## config.mk

```make
export PLATFORM = sky130hd
export DESIGN_NAME = rx_event_encoder
export DESIGN_NICKNAME = d
export VERILOG_FILES = /design/src/rx_event_pkg.sv /design/src/rx_event_encoder.sv
export VERILOG_INCLUDE_DIRS = /design/src
export SDC_FILE = /design/constraint.sdc
export NUM_CORES = 1
export LEC_CHECK = 0
export BUFFER_PORTS_ARGS = -buffer_cell sky130_fd_sc_hd__buf_2
export CORE_UTILIZATION = 40
export DETAILED_ROUTE_END_ITERATION = 12
export PLACE_DENSITY_LB_ADDON = 0.25
export SYNTH_ARGS = -nofsm -noshare
export SYNTH_HDL_FRONTEND = slang
export SYNTH_SLANG_ARGS = --single-unit
```

## constraint.sdc

```tcl
create_clock -name sys_clk_in -period 2.1 [get_ports sys_clk_in]
set_input_delay 0.315 -clock sys_clk_in [delete_from_list [all_inputs] [get_ports sys_clk_in]]
set_output_delay 0.315 -clock sys_clk_in [all_outputs]
set_load 0.05 [all_outputs]
```

## src/rx_event_params.svh

```systemverilog
// Constants for the receive event encoder: field layout and event type codes.
// Assumes inclusion by the package and the design module only.
`ifndef RX_EVENT_PARAMS_SVH
`define RX_EVENT_PARAMS_SVH
`define EVT_WORD_W 32
`define EVT_TYPE_W 6
`define EVT_TYPE_LSB 26
`define EVT_INFO_W 26
`define EVT_PTR_LOW_ZERO 6
`define EVT_DIR_BIT 6
`define EVT_AAL5_GOOD 6'h00
`define EVT_AAL5_HDR 6'h01
`define EVT_AAL5_BAD_CRC 6'h02
`define EVT_AAL5_BAD_LEN 6'h03
`define EVT_AAL5_MAX_LEN 6'h04
`define EVT_AAL5_TIMEOUT 6'h05
`define EVT_AAL5_ABORT 6'h06
`define EVT_AAL5_CPI 6'h07
`define EVT_CELL_USER 6'h08
`define EVT_NUD_GOOD 6'h09
`define EVT_NUD_BAD_CRC 6'h0a
`define EVT_CELL_BAD_HEC 6'h0b
`define EVT_CELL_RANGE 6'h0c
`define EVT_CELL_ZERO_IDX 6'h0d
`define EVT_AAL5_FIFO_GOOD 6'h0e
`define EVT_AAL5_CRC_GOOD_LEN 6'h0f
`define EVT_DROP_AAL0 6'h10
`define EVT_DROP_AAL5 6'h11
`define EVT_DROP_NUD 6'h12
`define EVT_FIFO_DROP 6'h13
`define EVT_FIFO_THRESH 6'h14
`define EVT_FIFO_FULL 6'h15
`define EVT_FIFO_TIMEOUT 6'h16
`define EVT_CNT_BASE 6'h18
`define EVT_THRESH1 6'h1e
`define EVT_THRESH2 6'h1f
`define EVT_TX_DONE 6'h20
`define EVT_TX_CLOSED 6'h23
`define EVT_TXDMA_DONE 6'h24
`define EVT_RXDMA_DONE 6'h25
`define EVT_TXDMA_ERR 6'h26
`define EVT_RXDMA_ERR 6'h27
`define EVT_TXDMA_VERR 6'h28
`define EVT_DMA_ZERO 6'h29
`define EVT_ABR_FIRST 6'h2c
`define EVT_ABR_LAST 6'h2f
`define EVT_USER_FIRST 6'h30
`define EVT_USER_LAST 6'h37
`define EVT_VMEM 6'h38
`define EVT_BUF_OVF 6'h39
`define EVT_NO_CT_DESC 6'h3a
`define EVT_CT_CANCEL 6'h3b
`define EVT_NO_SCATTER 6'h3c
`define EVT_ENTITY_CNT 6'h3d
`define EVT_POOL_STATUS 6'h3e
`define EVT_TIMESTAMP 6'h3f
`endif

```

## src/rx_event_pkg.sv

```systemverilog
// Types shared by the receive event encoder and its users.
// Assumes the constants header sits in the same folder.
`include "rx_event_params.svh"
package rx_event_pkg;
  // Source of a reassembly outcome
  typedef enum logic [3:0] {
    pkt_good = 4'h0, pkt_fifo_good = 4'h1, pkt_bad_crc = 4'h2, pkt_crc_good_len = 4'h3,
    pkt_bad_len = 4'h4, pkt_max_len = 4'h5, pkt_timeout = 4'h6, pkt_abort = 4'h7,
    pkt_cpi = 4'h8, pkt_vmem = 4'h9, pkt_buf_ovf = 4'ha, pkt_no_ct_desc = 4'hb,
    pkt_no_scatter = 4'hc, pkt_header = 4'hd
  } pkt_kind_type;
  // Cell outcome
  typedef enum logic [3:0] {
    cell_user = 4'h0, cell_nud = 4'h1, cell_nud_bad = 4'h2, cell_hec = 4'h3,
    cell_range = 4'h4, cell_zero_idx = 4'h5, cell_drop_aal0 = 4'h6, cell_drop_aal5 = 4'h7,
    cell_drop_nud = 4'h8, fifo_drop = 4'h9, fifo_thresh = 4'ha, fifo_full = 4'hb,
    fifo_timeout = 4'hc
  } cell_kind_type;
  // Generic report: source supplies the type code itself
  typedef struct packed {
    logic valid;
    logic [`EVT_TYPE_W-1:0] code;
    logic [`EVT_INFO_W-1:0] info;
  } raw_evt_type;
  // Reassembly report with both pointers so the encoder can pick one
  typedef struct packed {
    logic valid;
    pkt_kind_type kind;
    logic [`EVT_INFO_W-1:0] pkt_ptr;
    logic [`EVT_INFO_W-1:0] lcd_ptr;
  } pkt_evt_type;
  typedef struct packed {
    logic valid;
    cell_kind_type kind;
    logic [`EVT_INFO_W-1:0] cell_ptr;
    logic [`EVT_INFO_W-1:0] lcd_ptr;
  } cell_evt_type;
  // Routing class flags
  typedef struct packed {
    logic error;
    logic count;
    logic tx_comp;
    logic tx_dma;
    logic rx_dma;
    logic abr;
    logic pool;
  } route_type;
  // Finished entry
  typedef struct packed {
    logic valid;
    logic [`EVT_WORD_W-1:0] word;
    route_type route;
    logic [2:0] queue;
  } evt_out_type;
endpackage

```

## src/rx_event_encoder.sv

```systemverilog
// Receive event encoder: turns unit reports into 32-bit queue entries.
// Assumes sources hold a report until accepted and the queue unit
// takes one word per cycle when ready.
`timescale 1ns/1ps
`include "rx_event_params.svh"
// Functional notes
// - Each entry is one 32-bit type-plus-info word
// - Info is cleared-low pointer, descriptor or data
// - Good AAL5 packet posts 000000 with pointer
// - Good FIFO-mode AAL5 packet posts 001110
// - Header threshold exceeded posts 000001 header pointer
// - Bad CRC posts 000010, bad-frame pointer choice
// - Bad CRC good length posts 001111
// - Bad length posts 000011, bad-frame choice
// - Over maximum length posts 000100
// - Reassembly timeout posts 000101, bad-frame choice
// - Forward abort 000110; nonzero CPI 000111
// - AAL0 user cell posts 001000 cell pointer
// - Non-user cell 001001 good, 001010 bad CRC
// - Bad HEC, range, zero index post cell pointer
// - Pool exhaustion drops cell, posts descriptor error
// - FIFO drop, threshold, full, timeout events
// - Counter overflows route to count class
// - Thresholds and transmit events route tx-complete
// - DMA completions carry descriptor, split tx/rx
// - Zero address both DMA; cancel rx DMA
// - Resource errors are error class, bad-frame choice
// - ABR events go to configured queue
// - Threshold direction in info bit six
module rx_event_encoder
  import rx_event_pkg::*;
(
  input wire logic sys_clk_in,
  input wire logic rst_in,
  input rx_event_pkg::pkt_evt_type pkt_evt_in,      // Reassembly report
  input wire logic bad_frame_en_in,                 // Channel receives bad frames
  input rx_event_pkg::cell_evt_type cell_evt_in,    // Cell report
  input rx_event_pkg::raw_evt_type raw_evt_in,      // Transmit, DMA, ABR, pool, user
  input wire logic thresh_up_in,                    // Threshold crossing direction
  input wire logic [2:0] abr_queue_in,              // ABR routing setting
  input wire logic [2:0] class_queue_in,            // Queue for non-ABR events
  input wire logic queue_ready_in,                  // Queue unit takes a word
  output logic pkt_ack_out,                         // Report taken, one pulse
  output logic cell_ack_out,
  output logic raw_ack_out,
  output rx_event_pkg::evt_out_type evt_out         // Finished entry
);
  import rx_event_pkg::*;

  // Whole state of the block
  typedef struct packed {
    evt_out_type evt;
    logic pkt_ack;
    logic cell_ack;
    logic raw_ack;
  } state_type;

  state_type state;       // Registered state
  state_type next_state;  // Combinational copy

  // Clear the low pointer bits so they never carry stray flags
  function automatic logic [`EVT_INFO_W-1:0] ptr_clean(input logic [`EVT_INFO_W-1:0] p);
    ptr_clean = {p[`EVT_INFO_W-1:`EVT_PTR_LOW_ZERO], {`EVT_PTR_LOW_ZERO{1'b0}}};
  endfunction

  // Routing class from the type code alone
  function automatic route_type classify(input logic [`EVT_TYPE_W-1:0] c);
    route_type r;
    r = '0;
    case (c)
      `EVT_AAL5_BAD_CRC, `EVT_AAL5_BAD_LEN, `EVT_AAL5_MAX_LEN, `EVT_AAL5_TIMEOUT,
      `EVT_AAL5_ABORT, `EVT_AAL5_CPI, `EVT_AAL5_CRC_GOOD_LEN, `EVT_NUD_BAD_CRC,
      `EVT_CELL_BAD_HEC, `EVT_CELL_RANGE, `EVT_CELL_ZERO_IDX, `EVT_DROP_AAL0,
      `EVT_DROP_AAL5, `EVT_DROP_NUD, `EVT_FIFO_DROP, `EVT_FIFO_TIMEOUT,
      `EVT_VMEM, `EVT_BUF_OVF, `EVT_NO_CT_DESC, `EVT_NO_SCATTER: begin
        r.error = 1'b1;
      end
      `EVT_ENTITY_CNT: begin
        r.count = 1'b1;
      end
      `EVT_TXDMA_DONE, `EVT_TXDMA_ERR, `EVT_TXDMA_VERR: begin
        r.tx_dma = 1'b1;
      end
      `EVT_RXDMA_DONE, `EVT_RXDMA_ERR, `EVT_CT_CANCEL: begin
        r.rx_dma = 1'b1;
      end
      `EVT_DMA_ZERO: begin
        r.tx_dma = 1'b1;
        r.rx_dma = 1'b1;
      end
      `EVT_POOL_STATUS: begin
        r.pool = 1'b1;
      end
      default: begin
        // Ranges: counters, tx-complete, ABR; user codes get nothing
        if (c[5:2] == 4'(`EVT_CNT_BASE >> 2)) begin
          r.count = 1'b1;
        end else if (c >= `EVT_THRESH1 && c <= `EVT_TX_CLOSED) begin
          r.tx_comp = 1'b1;
        end else if (c >= `EVT_ABR_FIRST && c <= `EVT_ABR_LAST) begin
          r.abr = 1'b1;
        end
      end
    endcase
    classify = r;
  endfunction

  // Reassembly outcome to code and pointer choice
  logic [`EVT_TYPE_W-1:0] pkt_code;
  logic pkt_use_bad_frame;  // Pointer follows the bad-frame setting
  always_comb begin
    pkt_use_bad_frame = 1'b1;
    case (pkt_evt_in.kind)
      pkt_good: begin
        pkt_code = `EVT_AAL5_GOOD;
        pkt_use_bad_frame = 1'b0;
      end
      pkt_fifo_good: begin
        pkt_code = `EVT_AAL5_FIFO_GOOD;
        pkt_use_bad_frame = 1'b0;
      end
      pkt_header: begin
        pkt_code = `EVT_AAL5_HDR;
        pkt_use_bad_frame = 1'b0;
      end
      pkt_bad_crc: pkt_code = `EVT_AAL5_BAD_CRC;
      pkt_crc_good_len: pkt_code = `EVT_AAL5_CRC_GOOD_LEN;
      pkt_bad_len: pkt_code = `EVT_AAL5_BAD_LEN;
      pkt_max_len: pkt_code = `EVT_AAL5_MAX_LEN;
      pkt_timeout: pkt_code = `EVT_AAL5_TIMEOUT;
      pkt_abort: pkt_code = `EVT_AAL5_ABORT;
      pkt_cpi: pkt_code = `EVT_AAL5_CPI;
      pkt_vmem: pkt_code = `EVT_VMEM;
      pkt_buf_ovf: pkt_code = `EVT_BUF_OVF;
      pkt_no_ct_desc: pkt_code = `EVT_NO_CT_DESC;
      pkt_no_scatter: pkt_code = `EVT_NO_SCATTER;
      default: pkt_code = `EVT_AAL5_BAD_CRC;
    endcase
  end

  // Cell outcome to code and pointer choice
  logic [`EVT_TYPE_W-1:0] cell_code;
  logic [1:0] cell_ptr_sel;  // 0 cell, 1 descriptor, 2 bad-frame choice
  always_comb begin
    cell_ptr_sel = 2'h0;
    case (cell_evt_in.kind)
      cell_user: cell_code = `EVT_CELL_USER;
      cell_nud: cell_code = `EVT_NUD_GOOD;
      cell_nud_bad: begin
        cell_code = `EVT_NUD_BAD_CRC;
        cell_ptr_sel = 2'h2;
      end
      cell_hec: cell_code = `EVT_CELL_BAD_HEC;
      cell_range: cell_code = `EVT_CELL_RANGE;
      cell_zero_idx: cell_code = `EVT_CELL_ZERO_IDX;
      cell_drop_aal0: begin
        cell_code = `EVT_DROP_AAL0;
        cell_ptr_sel = 2'h1;
      end
      cell_drop_aal5: begin
        cell_code = `EVT_DROP_AAL5;
        cell_ptr_sel = 2'h1;
      end
      cell_drop_nud: begin
        cell_code = `EVT_DROP_NUD;
        cell_ptr_sel = 2'h1;
      end
      fifo_drop: begin
        cell_code = `EVT_FIFO_DROP;
        cell_ptr_sel = 2'h1;
      end
      fifo_thresh: begin
        cell_code = `EVT_FIFO_THRESH;
        cell_ptr_sel = 2'h1;
      end
      fifo_full: begin
        cell_code = `EVT_FIFO_FULL;
        cell_ptr_sel = 2'h1;
      end
      fifo_timeout: begin
        cell_code = `EVT_FIFO_TIMEOUT;
        cell_ptr_sel = 2'h1;
      end
      default: begin
        cell_code = `EVT_CELL_USER;
        cell_ptr_sel = 2'h0;
      end
    endcase
  end

  // Output stage is free when empty or being drained this cycle
  logic out_free;
  assign out_free = !state.evt.valid || queue_ready_in;

  // Next state: one source per cycle, packets first, then cells, then the rest
  always_comb begin
    logic [`EVT_TYPE_W-1:0] code;
    logic [`EVT_INFO_W-1:0] info;
    code = '0;
    info = '0;
    next_state = state;
    next_state.pkt_ack = 1'b0;
    next_state.cell_ack = 1'b0;
    next_state.raw_ack = 1'b0;
    if (queue_ready_in) begin
      next_state.evt.valid = 1'b0;
    end
    // Acks pulse for one cycle, so a held report is not taken twice
    if (out_free && pkt_evt_in.valid && !state.pkt_ack) begin
      code = pkt_code;
      // Bad frames kept: packet pointer, else the channel descriptor
      info = (!pkt_use_bad_frame || bad_frame_en_in) ? ptr_clean(pkt_evt_in.pkt_ptr)
                                                     : ptr_clean(pkt_evt_in.lcd_ptr);
      next_state.pkt_ack = 1'b1;
      next_state.evt.valid = 1'b1;
    end else if (out_free && cell_evt_in.valid && !state.cell_ack) begin
      code = cell_code;
      if (cell_ptr_sel == 2'h1 || (cell_ptr_sel == 2'h2 && !bad_frame_en_in)) begin
        info = ptr_clean(cell_evt_in.lcd_ptr);
      end else begin
        info = ptr_clean(cell_evt_in.cell_ptr);
      end
      next_state.cell_ack = 1'b1;
      next_state.evt.valid = 1'b1;
    end else if (out_free && raw_evt_in.valid && !state.raw_ack) begin
      code = raw_evt_in.code;
      info = raw_evt_in.info;
      if (code == `EVT_THRESH1 || code == `EVT_THRESH2) begin
        info[`EVT_DIR_BIT] = thresh_up_in;
      end
      next_state.raw_ack = 1'b1;
      next_state.evt.valid = 1'b1;
    end
    if (next_state.pkt_ack || next_state.cell_ack || next_state.raw_ack) begin
      next_state.evt.word = {code, info};
      next_state.evt.route = classify(code);
      next_state.evt.queue = (code >= `EVT_ABR_FIRST && code <= `EVT_ABR_LAST)
                             ? abr_queue_in : class_queue_in;
    end
  end

  // State register
  always_ff @(posedge sys_clk_in) begin
    if (rst_in) begin
      state <= '0;
    end else begin
      state <= next_state;
    end
  end

  assign pkt_ack_out = state.pkt_ack;
  assign cell_ack_out = state.cell_ack;
  assign raw_ack_out = state.raw_ack;
  assign evt_out = state.evt;

  // Which source each edge takes, in the same priority as above, for the checks
  logic pkt_take;
  logic cell_take;
  logic raw_take;
  assign pkt_take = out_free && pkt_evt_in.valid && !state.pkt_ack;
  assign cell_take = out_free && cell_evt_in.valid && !state.cell_ack && !pkt_take;
  assign raw_take = out_free && raw_evt_in.valid && !state.raw_ack && !pkt_take && !cell_take;

  // Good packet yields type 0 one cycle later
  chk_good_pkt_code: assert property (@(posedge sys_clk_in) disable iff (rst_in)
    (pkt_take && pkt_evt_in.kind == pkt_good)
    |=> evt_out.valid && evt_out.word[31:26] == 6'h00) else $error("good packet code wrong");
  chk_fifo_pkt_code: assert property (@(posedge sys_clk_in) disable iff (rst_in)
    (pkt_take && pkt_evt_in.kind == pkt_fifo_good)
    |=> evt_out.word[31:26] == 6'h0e) else $error("fifo packet code wrong");
  // Header threshold event always points at the packet
  chk_header_ptr: assert property (@(posedge sys_clk_in) disable iff (rst_in)
    (pkt_take && pkt_evt_in.kind == pkt_header) |=> evt_out.word[31:26] == 6'h01
    && evt_out.word[25:6] == $past(pkt_evt_in.pkt_ptr[25:6])) else $error("header event wrong");
  chk_bad_crc_ptr: assert property (@(posedge sys_clk_in) disable iff (rst_in)
    (pkt_take && pkt_evt_in.kind == pkt_bad_crc && !bad_frame_en_in)
    |=> evt_out.word[25:6] == $past(pkt_evt_in.lcd_ptr[25:6])) else $error("bad crc pointer wrong");
  chk_crc_len_code: assert property (@(posedge sys_clk_in) disable iff (rst_in)
    (pkt_take && pkt_evt_in.kind == pkt_crc_good_len)
    |=> evt_out.word[31:26] == 6'h0f && evt_out.route.error) else $error("crc good length code wrong");
  // Bad frames kept: the packet pointer replaces the descriptor
  chk_bad_len_ptr: assert property (@(posedge sys_clk_in) disable iff (rst_in)
    (pkt_take && pkt_evt_in.kind == pkt_bad_len && bad_frame_en_in) |=> evt_out.word[31:26] == 6'h03
    && evt_out.word[25:6] == $past(pkt_evt_in.pkt_ptr[25:6])) else $error("bad length event wrong");
  chk_max_len_code: assert property (@(posedge sys_clk_in) disable iff (rst_in)
    (pkt_take && pkt_evt_in.kind == pkt_max_len)
    |=> evt_out.word[31:26] == 6'h04 && evt_out.route.error) else $error("max length code wrong");
  chk_timeout_code: assert property (@(posedge sys_clk_in) disable iff (rst_in)
    (pkt_take && pkt_evt_in.kind == pkt_timeout && !bad_frame_en_in) |=> evt_out.word[31:26] == 6'h05
    && evt_out.word[25:6] == $past(pkt_evt_in.lcd_ptr[25:6])) else $error("timeout event wrong");
  chk_cpi_code: assert property (@(posedge sys_clk_in) disable iff (rst_in)
    (pkt_take && pkt_evt_in.kind == pkt_cpi)
    |=> evt_out.word[31:26] == 6'h07 && evt_out.route.error) else $error("cpi code wrong");
  chk_ptr_low_zero: assert property (@(posedge sys_clk_in) disable iff (rst_in)
    $rose(pkt_ack_out) |-> evt_out.word[5:0] == 6'h00) else $error("pointer low bits set");
  // Cells lose to packets, so the taken flag already folds that in
  chk_user_cell_ptr: assert property (@(posedge sys_clk_in) disable iff (rst_in)
    (cell_take && cell_evt_in.kind == cell_user)
    |=> evt_out.word == {6'h08, $past(cell_evt_in.cell_ptr[25:6]), 6'h00})
    else $error("user cell event wrong");
  chk_nud_bad_ptr: assert property (@(posedge sys_clk_in) disable iff (rst_in)
    (cell_take && cell_evt_in.kind == cell_nud_bad && !bad_frame_en_in) |=> evt_out.word[31:26] == 6'h0a
    && evt_out.word[25:6] == $past(cell_evt_in.lcd_ptr[25:6])) else $error("bad crc10 event wrong");
  chk_bad_hec_code: assert property (@(posedge sys_clk_in) disable iff (rst_in)
    (cell_take && cell_evt_in.kind == cell_hec)
    |=> evt_out.word[31:26] == 6'h0b && evt_out.route.error) else $error("bad hec code wrong");
  chk_drop_error: assert property (@(posedge sys_clk_in) disable iff (rst_in)
    (evt_out.valid && evt_out.word[31:26] >= 6'h10 && evt_out.word[31:26] <= 6'h12)
    |-> evt_out.route.error) else $error("drop not error class");
  // FIFO threshold is informational: descriptor pointer, no class
  chk_fifo_thresh: assert property (@(posedge sys_clk_in) disable iff (rst_in)
    (cell_take && cell_evt_in.kind == fifo_thresh) |=> evt_out.word[31:26] == 6'h14 && evt_out.route == '0
    && evt_out.word[25:6] == $past(cell_evt_in.lcd_ptr[25:6])) else $error("fifo threshold event wrong");
  chk_count_class: assert property (@(posedge sys_clk_in) disable iff (rst_in)
    (evt_out.valid && (evt_out.word[31:26] == 6'h3d || evt_out.word[31:28] == 4'h6))
    |-> evt_out.route.count) else $error("counter overflow not count class");
  chk_tx_comp_class: assert property (@(posedge sys_clk_in) disable iff (rst_in)
    (evt_out.valid && evt_out.word[31:26] >= 6'h1e && evt_out.word[31:26] <= 6'h23)
    |-> evt_out.route.tx_comp) else $error("transmit event not tx complete class");
  chk_tx_dma_class: assert property (@(posedge sys_clk_in) disable iff (rst_in)
    (evt_out.valid && evt_out.word[31:26] inside {6'h24, 6'h26, 6'h28})
    |-> evt_out.route.tx_dma && !evt_out.route.rx_dma) else $error("transmit dma class wrong");
  // DMA events carry the descriptor address untouched
  chk_raw_info_pass: assert property (@(posedge sys_clk_in) disable iff (rst_in)
    (raw_take && raw_evt_in.code == 6'h24)
    |=> evt_out.word[25:0] == $past(raw_evt_in.info)) else $error("dma info altered");
  chk_zero_addr_dma: assert property (@(posedge sys_clk_in) disable iff (rst_in)
    (evt_out.valid && evt_out.word[31:26] == 6'h29) |-> evt_out.route.tx_dma && evt_out.route.rx_dma)
    else $error("zero address not both dma");
  chk_resource_error: assert property (@(posedge sys_clk_in) disable iff (rst_in)
    (evt_out.valid && evt_out.word[31:26] inside {6'h38, 6'h39, 6'h3a, 6'h3c})
    |-> evt_out.route.error) else $error("resource event not error class");
  chk_abr_queue: assert property (@(posedge sys_clk_in) disable iff (rst_in)
    (raw_take && raw_evt_in.code == 6'h2d) |=> evt_out.queue == $past(abr_queue_in))
    else $error("abr queue wrong");
  chk_user_no_class: assert property (@(posedge sys_clk_in) disable iff (rst_in)
    (evt_out.valid && evt_out.word[31:29] == 3'h6) |-> evt_out.route == '0)
    else $error("user event routed");
  chk_thresh_dir: assert property (@(posedge sys_clk_in) disable iff (rst_in)
    (raw_take && raw_evt_in.code == 6'h1e) |=> evt_out.word[6] == $past(thresh_up_in) && evt_out.route.tx_comp)
    else $error("threshold direction wrong");
endmodule

```

== Word-level counts from Yosys, hierarchy flattened ==
Cells that the tools add are included.
Storage, ports and cells
  register bits after elaboration: 46
  input port bits: 158
  bits in latches: 0
  word-level logic and storage cells: 139
  output and inout bits: 46
  bits in writable memories: 0
  bits in read-only memories: 0
  memories: 0
Cells by class
  muxes and demuxes: 35
  bitwise operators: 0
  add/sub/neg operators: 0
  equality and inequality tests: 58
  reductions and logical operators: 29
  multipliers: 0
  magnitude comparators: 4
  div/mod/pow operators: 0
  shift operators: 0
Operators by type and width (count)
  two-way mux 26 bit: 5
  == test 6 bit (second input constant): 13
  one-hot mux 6 bit (13 select lines): 1
  one-hot mux 5 bit (12 select lines): 1
  == test 4 bit (second input constant): 11
  == test 6 x 5 -> 1 bit (second input constant): 7
  == test 4 x 3 -> 1 bit (second input constant): 9
  == test 6 x 4 -> 1 bit (second input constant): 5
  OR reduction 29 bit: 1
  OR reduction 28 bit: 1
  == test 6 x 3 -> 1 bit (second input constant): 4
  two-way mux 1 bit: 21
  OR reduction 20 bit: 1
  two-way mux 6 bit: 3
  == test 4 x 2 -> 1 bit (second input constant): 3
  == test 6 x 2 -> 1 bit (second input constant): 2
  <= comparator 6 bit (second input constant): 2
  logical AND 1 bit: 9
  == test 4 x 1 -> 1 bit (second input constant): 2
  OR reduction 4 bit: 2
  OR reduction 7 bit: 1
  greater-or-equal comparator 6 x 5 -> 1 bit (second input constant): 1
  greater-or-equal comparator 6 bit (second input constant): 1
  logical OR 1 bit: 6
  other kinds (10): 14

== Logic depth before layout (Yosys ltp) ==
Gate-level depths: netlist of run 1.
  depth in word-level cells: 13
  depth in mapped cells: 9
  depth with buffers taken out: 7

== Least setup slack after synthesis of run 1 ==
OpenSTA, ideal clock, no wires.
  kind: register -> register
  start: register state, in the netlist pkt_ack_out
  end: register state, in the netlist evt_out[0]
  arrival time: 2.036 ns
  buffers on the path: 1
  library setup time: 0.086 ns
  stages on the path, launching flop included: 9
  clock period less this slack: 2.121 ns
  setup slack: -0.021 ns
  data required time: 2.014 ns
  cell sequence: dfxtp_1 > nor2b_4 > nor4_4 > buf_6 > nand2_1 > nor2_2 > nand3b_2 > mux2i_1 > a211oi_1
On the way
  word-level cells in the longest chain between the ends: 6
  elaborated cells on any way between the ends: 11
  classes of those cells: order compare (2); mux (4); reduce/logical (5)
Ends and longest elaborated chain
  start, declared: line rx_event_encoder.sv:58  | state_type state;
  start signal, assigned: line rx_event_encoder.sv:247  | state <= next_state;
  zero test 1 bit (*)
  logical AND 1 bit (*)
  two-way mux 6 bit: line rx_event_encoder.sv:209  | if (out_free && pkt_evt_in.valid && !state.pkt_ack) begin
  greater-or-equal comparator 6 bit (no source line) or <= comparator 6 bit (tied branches)
  logical AND 1 bit (no source line)
  two-way mux 3 bit: line rx_event_encoder.sv:237  | next_state.evt.queue = (code >= `EVT_ABR_FIRST && code <= `EVT_ABR_LAST)
Mark *: on every way between the ends. The rest lies on a longest branch, timed or not.
A chain may end at the register's enable or synchronous reset.

== Worst setup path in the final report of run 1 ==
  start: register state, in the netlist pkt_ack_out
  end: register state, in the netlist evt_out[8]
On the way
  word-level cells in the longest chain between the ends: 6
  elaborated cells on any way between the ends: 40
  classes of those cells: eq/ne (30); mux (5); reduce/logical (5)
Ends and longest elaborated chain
  zero test 1 bit (*)
  logical AND 1 bit (*)
  two-way mux 6 bit: line rx_event_encoder.sv:209
  == test 6 bit (tied with other cells): line rx_event_encoder.sv:70  | case (c)
  OR reduction 28 bit (no source line) or two-way mux 1 bit (tied branches)
  one-hot mux 1 bit (2 select lines): line rx_event_encoder.sv:70
Marks and branches as above.

==> metrics.md, run 1 <==
| Metric | Value |
|---|---|
| Most frequent cells in the layout | `buf_2 (179), dfxtp_1 (45), nor2_1 (39)` |
| Max-cap viol count | `0` |
| Post-route ant nets | `0` |
| Final hold vios | `0` |
| Initial Util | `0.419` |
| DR WL/cell | `14.3 um` |
| Number of synthesized flops with an enable pin | `0` |
| I/O Pins | `204` |
| GR Overflow Total | `0` |
| Die Y | `87.0 um` |
| Final Cycle Share | `0.941` |
| Die area | `0.00758 mm^2` |
| Row count | `30` |
| Setup bufs post-CTS | `0` |
| Post-DP HPWL | `7080 um` |
| Pre-Repair DR Iteration Count | `4` |
| RSZ-0062 raised after global routing | `false` |
| Total Wirelength | `9000 um` |
| Number of global-route vias before repair | `3222` |
| Hold path cells | `3` |
| Hold Crit Class | `in2reg` |
| Clk sinks | `46` |
| Sequential-to-total area share from yosys stat | `0.318` |
| Non-filler cells, final | `630` |
| CTS root buffer | `clkbuf_8` |
| Buffer and inverter count on the worst path | `2` |
| Setup CP Type | `reg2reg` |
| Syn nets | `514` |
| YS warnings | `0` |
| Buffers on Ports | `179` |
| Least-Margin Pin Slew | `0.586 ns` |
| Final setup fails | `0` |
| First-pass GRT wire length | `14500 um` |
| CTS clock-pin slew for the worst setup and hold paths | `0.09 ns` |
| Nets | `691` |
| Drt via density | `5.25` |
| TritonCTS Buffers | `5` |
| Top_reg_cell synth | `dfxtp_1` |
| Worst Path Required | `2.32 ns` |
| Endpoint class of the critical path | `flop` |
| Core Box Area | `0.00691 mm^2` |
| Worst path max stage delay | `0.35 ns` |
| Post-cts hold buffer count | `0` |
| Reg2reg path depth | `7` |
| Asr flop ratio synth | `0` |
| CTS HTree Levels | `2` |
| Critical Path Start Type | `flop` |
| Critical path depth in cells | `7` |
| Placed instance count | `622` |
| Die X | `87.0 um` |
| Mapped Area | `0.00289 mm^2` |
| Total Neg Setup Slack | `0 ns` |
| Most common cell after layout, fill and taps aside | `buf_2` |
| Ant. Diodes | `0` |
| #FFs+latches synth | `46` |
| CTS tree | `built` |
| Status | `finished, final reports clean` |
| Layout cells sized above 1 | `0.455` |
| Max IR drop VDD | `451 uV` |
| Max clock buf depth | `2` |
| Cell mode on critical path | `buf_4` |
| Worst-path cell chain | `nand2b_4, nor2_2, buf_4, o22ai_4, buf_4, o31a_1, o41ai_2` |
| Post-Syn Area per Cell | `8.13 um^2` |
| Fmax | `506 MHz` |
| GRT Util Overall | `0.245` |
| Design Power | `2730 uW` |
| Area growth syn-to-layout | `40.3%` |
| Delay-heaviest family, CP | `compound AO/OA/AOI/OAI gates` |
| Crit path arrival time | `2.20 ns` |
| Initial DRC count | `77` |
| Static leakage | `0.00195 uW` |
| Via count | `3307` |
| CTS resizes | `0` |
| Library cells used by synthesis | `51` |
| Initial antenna violation count | `0` |
| Crit-path slowest cell | `dfxtp_2` |
| Gpl congestion | `0.939` |
| Largest net degree at the start of global routing | `34` |
| Worst Skew | `0.00478 ns` |
| Skew-Pair Late Insertion Delay | `0.31 ns` |
| Slew HR | `0.609` |
| Residual DRC count | `0` |
| Post-Synthesis Cells | `356` |
| Final-layout fill cell count | `713` |
| Max-slew violations | `0` |
| CP Max Fanout | `20` |
| Pwr dens | `674 mW/mm^2` |
| Min Tclk post-route | `1.98 ns` |
==> logic make-up after synthesis <==
| family | synth area share |
|---|---|
| compound gates | 0.237 |
| xor+xnor | 0.0121 |
| buf+inv | 0.0471 |
| flops | 0.318 |
| mux | 0.165 |
| simple gates | 0.220 |
==> area by class of cell <==
cell class                 instances  area [um^2]  area share
multi-input combinational        282         1840       0.453
timing repair buffer             197         1060       0.260
sequential                        46          922       0.227
tap                               96          120      0.0296
clock buffer                       5         68.8      0.0170
clock inverter                     3         48.8      0.0120
inverter                           1         3.75    0.000925
==> power breakdown <==
group,total (uW),switching (uW),internal (uW)
Combinational,1050,659,390
Clock,701,338,363
Sequential,984,37.4,947
==> worst min-delay path: cells and delay by family <==
kind | cells | cell delay, ns
buf+inv | 1 | 0.07
simple gates | 1 | 0.07
compound gates | 1 | 0.05
==> sequential cells by signal, indices dropped and copies added, names as in the netlist <==
signal        cells
pkt_ack_out       1
raw_ack_out       1
cell_ack_out      1
evt_out          43
==> metrics by stage <==
step                hold slack, ns   util  setup WS [ns]  instance area (um^2)
floorplan                    0.457      -        0.00455                  2890
global placement             0.436  0.571          0.143                  3940
detailed placement           0.443  0.571         0.0765                  3940
CTS                          0.234  0.588          0.148                  4060
global route                 0.246  0.588         0.0223                  4060
finish                       0.238  0.588          0.124                  4060
==> per-layer routing <==
| layer | vias to the layer above | track usage | wire length, um |
|---|---|---|---|
| met5 | - | 0 | 0 |
| met4 | 0 | 0.0879 | 170 |
| met3 | 14 | 0.0474 | 605 |
| met2 | 130 | 0.467 | 4690 |
| met1 | 1509 | 0.267 | 3530 |
| li1 | 1654 | - | - |
==> synthesized netlist by cell type (3+ instances only) <==
cell type | count | share of area
dfxtp_1 | 46 | 0.32
xnor2_1 | 4 | 0.012
nor3b_1 | 3 | 0.0078
a21oi_1 | 35 | 0.061
o211ai_1 | 3 | 0.0078
buf_4 | 3 | 0.0078
a22oi_1 | 7 | 0.018
mux2i_1 | 24 | 0.083
clkbuf_1 | 16 | 0.021
a211oi_1 | 3 | 0.0078
nand4_1 | 4 | 0.0086
nand3b_1 | 3 | 0.0078
and2_1 | 3 | 0.0065
nand3_1 | 9 | 0.016
o21ai_1 | 12 | 0.021
o21ai_0 | 35 | 0.061
mux2_2 | 21 | 0.082
nand2_1 | 19 | 0.025
nand2b_1 | 3 | 0.0065
buf_2 | 4 | 0.0069
a32oi_1 | 3 | 0.0091
nor2b_1 | 3 | 0.0065
nor2_1 | 39 | 0.051
nor3_1 | 21 | 0.036
==> worst paths after layout <==
check	start	endpoint	slack (ns)
max reg2reg	pkt_ack_out$_SDFF_PP0_	evt_out[8]$_SDFFE_PP0P_	0.12
min reg2reg	evt_out[36]$_SDFFE_PP0P_	evt_out[36]$_SDFFE_PP0P_	0.45
min	raw_evt_in[5]	evt_out[15]$_SDFFE_PP0P_	0.24
max	pkt_ack_out$_SDFF_PP0_	evt_out[8]$_SDFFE_PP0P_	0.12
Note: power is estimated with default switching activity, not from simulation.
==> inputs of run 2 (changes only) <==
--- a/config.mk
+++ b/config.mk
@@ -7,7 +7,7 @@
 export NUM_CORES = 1
 export LEC_CHECK = 0
 export BUFFER_PORTS_ARGS = -buffer_cell sky130_fd_sc_hd__buf_2
-export CORE_UTILIZATION = 40
+export CORE_UTILIZATION = 24
 export DETAILED_ROUTE_END_ITERATION = 12
 export PLACE_DENSITY_LB_ADDON = 0.25
 export SYNTH_ARGS = -nofsm -noshare
==> run 2 against run 1 <==
Effect of this change: the flow now finishes with violations (DRC); wire length rose by 11%; sequential share of layout area fell by 0.70 points; non-clock buffer count rose by 3.
==> metrics.md, run 2 (synthesis gave the netlist of run 1 again) <==
| Metric | Value |
|---|---|
| Status | `finished, violations left` |
| Failing checks | `DRC` |
| Pre-Repair DR Iteration Count | `8 (+4)` |
| Max-slew violations | `0 (unchanged)` |
| Delay-heaviest family, CP | `simple AND/OR/NAND/NOR gates` |
| Switching pwr | `1050 uW (+1.6%)` |
| Endpoint class of the critical path | `flop` |
| Placed instance count | `672 (+8.0%)` |
| Row count | `39 (+30%)` |
| Fmax | `519 MHz (+2.5%)` |
| Design Power | `2950 uW (+7.9%)` |
| Worst path max stage delay | `0.33 ns (-0.02 ns)` |
| Sw Ratio | `0.356 (-0.0220)` |
| Post-route ant nets | `0 (unchanged)` |
| Worst Skew | `0.00416 ns (-0.000618 ns)` |
| Crit path arrival time | `2.12 ns (-0.08 ns)` |
| Setup bufs post-CTS | `0 (unchanged)` |
| Hold Crit Class | `in2reg` |
| Initial antenna violation count | `1 (+1)` |
| Slew HR | `0.735 (+0.126)` |
| Area growth syn-to-layout | `44.8%` |
| Static leakage | `0.00199 uW (+2.2%)` |
| Reg area | `922 um^2 (unchanged)` |
| Most common cell after layout, fill and taps aside | `buf_2` |
| Reg power frac | `0.334 (-0.026)` |
| Worst Path Required | `2.30 ns (-0.02 ns)` |
| CTS tree | `built` |
| RSZ-0062 raised after global routing | `false` |
| Setup CP Type | `reg2reg` |
| Drt via density | `4.79 (-8.8%)` |
| CTS root buffer | `clkbuf_16` |
| Die area | `0.0125 mm^2 (+65%)` |
| Nets | `694 (+0.43%)` |
| Clk sinks | `46 (unchanged)` |
| Post-cts hold buffer count | `0 (unchanged)` |
| Total Wirelength | `10000 um (+11%)` |
| Initial Util | `0.250 (-0.169)` |
| Finished Core Util | `0.362 (-0.226)` |
| Final hold vios | `0 (unchanged)` |
| First-pass GRT wire length | `16400 um (+13%)` |
| Least-Margin Pin Slew | `0.394 ns (-0.193 ns)` |
| Min Tclk post-route | `1.93 ns (-0.0491 ns)` |
| CTS resizes | `0 (unchanged)` |
| Final Cycle Share | `0.917 (-0.0234)` |
| GRT Util Overall | `0.164 (-0.0814)` |
| GR Overflow Total | `0 (unchanged)` |
| TritonCTS Buffers | `5 (unchanged)` |
| Skew-Pair Late Insertion Delay | `0.28 ns (-0.03 ns)` |
| Via count | `3256 (-1.5%)` |
| Die X | `112 um (+28%)` |
| Residual DRC count | `8 (+8)` |
| Post-DP HPWL | `7910 um (+12%)` |
| Die Y | `112 um (+28%)` |
| Max-cap viol count | `0 (unchanged)` |
| Metal2 WL | `5150 um (+9.7%)` |
| Initial DRC count | `110 (+43%)` |
| Final-layout fill cell count | `1231 (+73%)` |
| CP Max Fanout | `5 (-75%)` |
| Largest register FFs | `43 (unchanged)` |
| Worst-path cell chain | `nor2b_2, nand3_1, a21oi_1, a211oi_4, nand3b_2, mux2i_1, a211oi_1` |
| CTS clock-pin slew for the worst setup and hold paths | `0.07 ns (-0.02 ns)` |
| Combinational fraction of design power | `0.360 (-0.024)` |
| Fin Hold WS | `0.264 ns (+0.0260 ns)` |
| Multi-input gate area | `0.00184 mm^2 (unchanged)` |
| Number of global-route vias before repair | `3315 (+2.9%)` |
| Buffer and inverter count on the worst path | `0 (-2)` |
| Crit-path slowest cell | `dfxtp_1` |
| Total Neg Setup Slack | `0 ns (unchanged)` |
| Buffers on Ports | `179 (unchanged)` |
| Non-filler cells, final | `680 (+7.9%)` |
| Final setup fails | `0 (unchanged)` |
| DR WL met3 | `684 um (+13%)` |
| Top layer in use | `met5` |
| Layout cells sized above 1 | `0.458 (+0.00304)` |
| CTS HTree Levels | `2 (unchanged)` |
| I/O Pins | `204 (unchanged)` |
| Largest net degree at the start of global routing | `30 (-12%)` |
| Clock share of power | `0.306 (+0.050)` |
| Pwr dens | `704 mW/mm^2 (+4.6%)` |
| Critical Path Start Type | `flop` |
| Most frequent cells in the layout | `buf_2 (179), dfxtp_1 (45), nor2_1 (39)` |
| Int Power | `1900 uW (+12%)` |
| DR WL/cell | `14.7 um (+3.2%)` |
| Max IR drop VDD | `307 uV (-32%)` |
| Core Box Area | `0.0116 mm^2 (+67%)` |
| Gpl congestion | `0.837 (-11%)` |
| Ant. Diodes | `0 (unchanged)` |
| Wire length on met1 | `4070 um (+15%)` |
| Max clock buf depth | `2 (unchanged)` |
==> run 2: changes by cell type in the layout (fill, tap and decap cells not counted) <==
cell	before	now
clkbuf_16	0	5
clkbuf_8	5	0
buf_4	16	19
clkinv_2	0	2
clkinvlp_4	1	0
inv_8	1	0
==> run 2: per-layer routing <==
metal	up-vias	global-route usage
met5	-	0
met4	2	0.0315
met3	9	0.0414
met2	113	0.309
met1	1483	0.184
li1	1649	-
==> run 2: layout make-up <==
| cell class | instances | share of cell area |
|---|---|---|
| sequential | 46 | 0.220 |
| tap | 143 | 0.0427 |
| timing repair buffer | 200 | 0.258 |
| clock inverter | 3 | 0.00956 |
| multi-input combinational | 282 | 0.439 |
| clock buffer | 5 | 0.0299 |
| inverter | 1 | 0.000896 |
==> run 2: worst paths after layout <==
| check | start | endpoint | cells past startpoint | slack (ns) |
|---|---|---|---|---|
| hold / removal | raw_evt_in[1] | evt_out[11]$_SDFFE_PP0P_ | 3 | 0.26 |
| hold reg to reg | evt_out[37]$_SDFFE_PP0P_ | evt_out[37]$_SDFFE_PP0P_ | 2 | 0.45 |
| setup / recovery | cell_ack_out$_SDFF_PP0_ | evt_out[0]$_SDFFE_PP0P_ | 7 | 0.17 |
| setup reg to reg | cell_ack_out$_SDFF_PP0_ | evt_out[0]$_SDFFE_PP0P_ | 7 | 0.17 |
==> run 2: stage by stage <==
step	area (um^2)	setup slack [ns]
5_1_grt	4190	0.0157
3_3_place_gp	4020	0.163
2_1_floorplan	2890	0.00455
6_report	4190	0.173
3_5_place_dp	4020	0.0852
4_1_cts	4190	0.169
==> run 2: power groups by stage <==
stage,clock network [uW],logic (uW),registers [uW]
after floorplan,0,453,1260
after global placement,0,1060,1000
after global routing,970,1150,996
after CTS,935,1080,986
after detailed placement,0,1070,1010
final,902,1060,985
==> run 2: tightest hold or removal path, delay by kind of cell <==
kind | cells | cell delay, ns
AOI/OAI and AO/OA | 1 | 0.05
buffers and inverters | 1 | 0.07
and+or+nand+nor | 1 | 0.07
==> inputs of run 3 (changes only) <==
--- a/config.mk
+++ b/config.mk
@@ -6,6 +6,7 @@
 export SDC_FILE = /design/constraint.sdc
 export NUM_CORES = 1
 export LEC_CHECK = 0
+export ABC_AREA = 1
 export BUFFER_PORTS_ARGS = -buffer_cell sky130_fd_sc_hd__buf_2
 export CORE_UTILIZATION = 24
 export DETAILED_ROUTE_END_ITERATION = 12
==> run 3 against run 2 <==
Effect of this change: the flow now finishes without violations; setup slack improved by 0.075 ns; combinational power barely moved; non-clock buffer count down 9; global-route usage rose by 0.054 points; hold slack got worse by 0.031 ns; first-iteration DRC count rose by 40%; critical path depth grew 5; synthesized area up 12%; flip-flop and latch count did not move; synthesized cell count increased by 49%; largest cell class unchanged.
==> metrics.md, run 3 <==
| Metric | Value |
|---|---|
| Status | `finished, final reports clean` |
| Nets | `864 (+24%)` |
| Die area | `0.0140 mm^2 (+12%)` |
| Post-Syn Area per Cell | `6.12 um^2 (-25%)` |
| Post-Synthesis Cells | `529 (+49%)` |
| CP Max Fanout | `6 (+1)` |
| Max-cap viol count | `0 (unchanged)` |
| Int Power | `1750 uW (-7.7%)` |
| Static leakage | `0.00258 uW (+29%)` |
| TritonCTS Buffers | `5 (unchanged)` |
| Setup bufs post-CTS | `0 (unchanged)` |
| Row count | `42 (+7.7%)` |
| Hold Path Origin | `raw_evt_in[4]` |
| Worst Skew | `0.00401 ns (-0.000151 ns)` |
| Syn nets | `687 (+34%)` |
| Gpl congestion | `0.884 (+5.6%)` |
| Reg2Reg Launch Point | `raw_ack_out$_SDFF_PP0_` |
| Worst setup path endpoint | `evt_out[9]$_SDFFE_PP0P_` |
| Die X | `118 um (+5.7%)` |
| Largest register FFs | `43 (unchanged)` |
| Reg power frac | `0.342 (+0.008)` |
| Synth area leaders | `dfxtp_1 (28%), nand2_1 (17%), inv_1 (8.2%)` |
| Mapped Area | `0.00324 mm^2 (+12%)` |
| Most common cell in the synthesized netlist | `nand2_1` |
| CTS resizes | `0 (unchanged)` |
| Max clock buf depth | `2 (unchanged)` |
| Max-slew violations | `0 (unchanged)` |
| DR WL/cell | `12.9 um (-13%)` |
| Max IR drop VDD | `317 uV (+3.2%)` |
| Post-cts hold buffer count | `0 (unchanged)` |
| Most frequent cells in the layout | `buf_2 (179), nand2_1 (144), inv_1 (71)` |
| Ant. Diodes | `0 (unchanged)` |
| Buffers on Ports | `179 (unchanged)` |
| Skew-Pair Late Insertion Delay | `0.29 ns (about the same)` |
| Crit path arrival time | `2.04 ns (-0.08 ns)` |
| CTS root buffer | `clkbuf_16` |
| Layout cells sized above 1 | `0.337 (-0.121)` |
| Final setup fails | `0 (unchanged)` |
| CTS clock-pin slew for the worst setup and hold paths | `0.07 ns (about the same)` |
| Post-DP HPWL | `8710 um (+10%)` |
| Worst Path Required | `2.29 ns (about the same)` |
| Pwr dens | `637 mW/mm^2 (-9.5%)` |
| Post-route ant nets | `0 (unchanged)` |
| GR Overflow Total | `0 (unchanged)` |
| Combinational fraction of design power | `0.374 (+0.014)` |
| Asr flop ratio synth | `0 (unchanged)` |
| Setup CP Type | `reg2reg` |
| Post-synth top area share | `0.284 (-0.0338)` |
| Hold Crit Class | `in2reg` |
| Clock share of power | `0.284 (-0.022)` |
| Library cells used by synthesis | `33 (-35%)` |
| Final Cycle Share | `0.882 (-0.0356)` |
| Design Power | `2880 uW (-2.3%)` |
| Min Tclk post-route | `1.85 ns (-0.0747 ns)` |
| Dominant cell type by area after synthesis | `dfxtp_1` |
| Number of global-route vias before repair | `3666 (+11%)` |
| Final hold vios | `0 (unchanged)` |
| Most common cell after layout, fill and taps aside | `buf_2` |
| Reg2reg end | `evt_out[9]$_SDFFE_PP0P_` |
| Switching pwr | `1130 uW (+7.5%)` |
| Clk sinks | `46 (unchanged)` |
| R2R setup slack | `0.25 ns (+0.07 ns)` |
| Die Y | `118 um (+5.7%)` |
| Residual DRC count | `0 (-8)` |
| Sw Ratio | `0.392 (+0.0357)` |
| Reg area | `921 um^2 (-0.14%)` |
| Initial antenna violation count | `0 (-1)` |
| Slew HR | `0.645 (-0.0903)` |
| Total Wirelength | `11300 um (+13%)` |
| Pre-Repair DR Iteration Count | `4 (-4)` |
| Initial DRC count | `154 (+40%)` |
| #FFs+latches synth | `46 (unchanged)` |
| GRT Util Overall | `0.164 (+0.000542)` |
| Largest net degree at the start of global routing | `41 (+37%)` |
| CTS HTree Levels | `2 (unchanged)` |
| Total Neg Setup Slack | `0 ns (unchanged)` |
| Drt via density | `4.41 (-7.8%)` |
| First-pass GRT wire length | `18200 um (+11%)` |
| YS warnings | `0 (unchanged)` |
| RSZ-0062 raised after global routing | `false` |
| Least-Margin Pin Slew | `0.531 ns (+0.137 ns)` |
| Via count | `3898 (+20%)` |
| Final-layout fill cell count | `1506 (+22%)` |
| Multi-input gate area | `0.00194 mm^2 (+5.5%)` |
| Critical Path Start Type | `flop` |
| Finished Core Util | `0.343 (-0.0194)` |
| Endpoint class of the critical path | `flop` |
| Fmax | `540 MHz (+4.0%)` |
| Initial Util | `0.245 (-0.00474)` |
| CTS tree | `built` |
| Number of synthesized flops with an enable pin | `0 (unchanged)` |
| Core Box Area | `0.0132 mm^2 (+14%)` |
| Top_reg_cell synth | `dfxtp_1` |
| Commonest cells post-synth | `nand2_1 (144), inv_1 (71), nor2_1 (61), o21ai_0 (50), dfxtp_1 (46)` |
| Area growth syn-to-layout | `39.7%` |
| Crit path launch | `raw_ack_out$_SDFF_PP0_` |
| Reg2reg path depth | `12 (+5)` |
| Sequential-to-total area share from yosys stat | `0.284 (-0.0338)` |
| I/O Pins | `204 (unchanged)` |
==> run 3: changes by cell type after synthesis, sizes merged, moves of 6 or more <==
cell   delta
nand2   +138
inv      +75
nor2     +32
nand4    +25
mux2i    -22
mux2     -21
nand3    +20
nor3     -20
a21oi    -10
a22oi     -6
nor2b     -6
o21ai     +6
==> run 3: how the worst min path moves through the flow <==
stage | endpoint | slack [ns] | depth (start not counted)
2_1_floorplan | cell_ack_out$_SDFF_PP0_ | 0.39 | 1
3_3_place_gp | evt_out[9]$_SDFFE_PP0P_ | 0.44 | 2
3_5_place_dp | evt_out[2]$_SDFFE_PP0P_ | 0.45 | 2
4_1_cts | evt_out[11]$_SDFFE_PP0P_ | 0.23 | 2
5_1_grt | evt_out[14]$_SDFFE_PP0P_ | 0.23 | 2
6_report | evt_out[14]$_SDFFE_PP0P_ | 0.23 | 2
==> run 3: cell type report <==
type / count / area share
clock inverters: 2 / 0.00277
flip-flops and latches: 46 / 0.204
repair buffers: 191 / 0.221
multi-input cells: 385 / 0.429
inverters: 77 / 0.0639
clock buffers: 6 / 0.0307
well taps: 176 / 0.0487
==> run 3: critical path, stage by stage, from the launching register on <==
cell     delay, ns
dfxtp_1       0.32
nor2_2        0.29
nand3_2       0.18
nor2_8        0.16
nand2_2       0.07
nand3_1       0.16
nor2_1        0.11
nand3_1       0.09
nand2_1       0.05
nor2_1        0.11
nand3_1       0.10
nand2_1       0.07
nand2_1       0.04
==> run 3: metrics by stage <==
stage | setup slack [ns] | hold slack [ns] | cell area [um^2] | instances
CTS | 0.222 | 0.230 | 4520 | 883
finish | 0.248 | 0.234 | 4520 | 883
floorplan | 0.132 | 0.387 | 3240 | 529
detailed placement | 0.162 | 0.449 | 4370 | 875
global placement | 0.168 | 0.441 | 4370 | 875
global route | 0.0618 | 0.233 | 4520 | 883
==> run 3: cells by family after synthesis <==
group                  count (synthesis)  synth area share
AND/OR/NAND/NOR                      291             0.432
flip-flops                            46             0.284
multiplexers                           2           0.00619
AO/OA/AOI/OAI                         92             0.160
buffers and inverters                 98             0.117
==> run 3: layer usage <==
layer | vias to the layer above | track usage | part of all wire
met5 | - | 0 | 0
met4 | 0 | 0.0433 | 0.012
met3 | 10 | 0.0319 | 0.046
met2 | 118 | 0.294 | 0.50
met1 | 1709 | 0.199 | 0.44
li1 | 2061 | - | -
==> run 3: power groups by stage <==
stage	registers [uW]	logic, uW	clock network [uW]
final	986	1080	818
after floorplan	1260	469	0
after CTS	986	1080	847
after detailed placement	1000	1080	0
after global routing	995	1180	889
after global placement	1000	1080	0
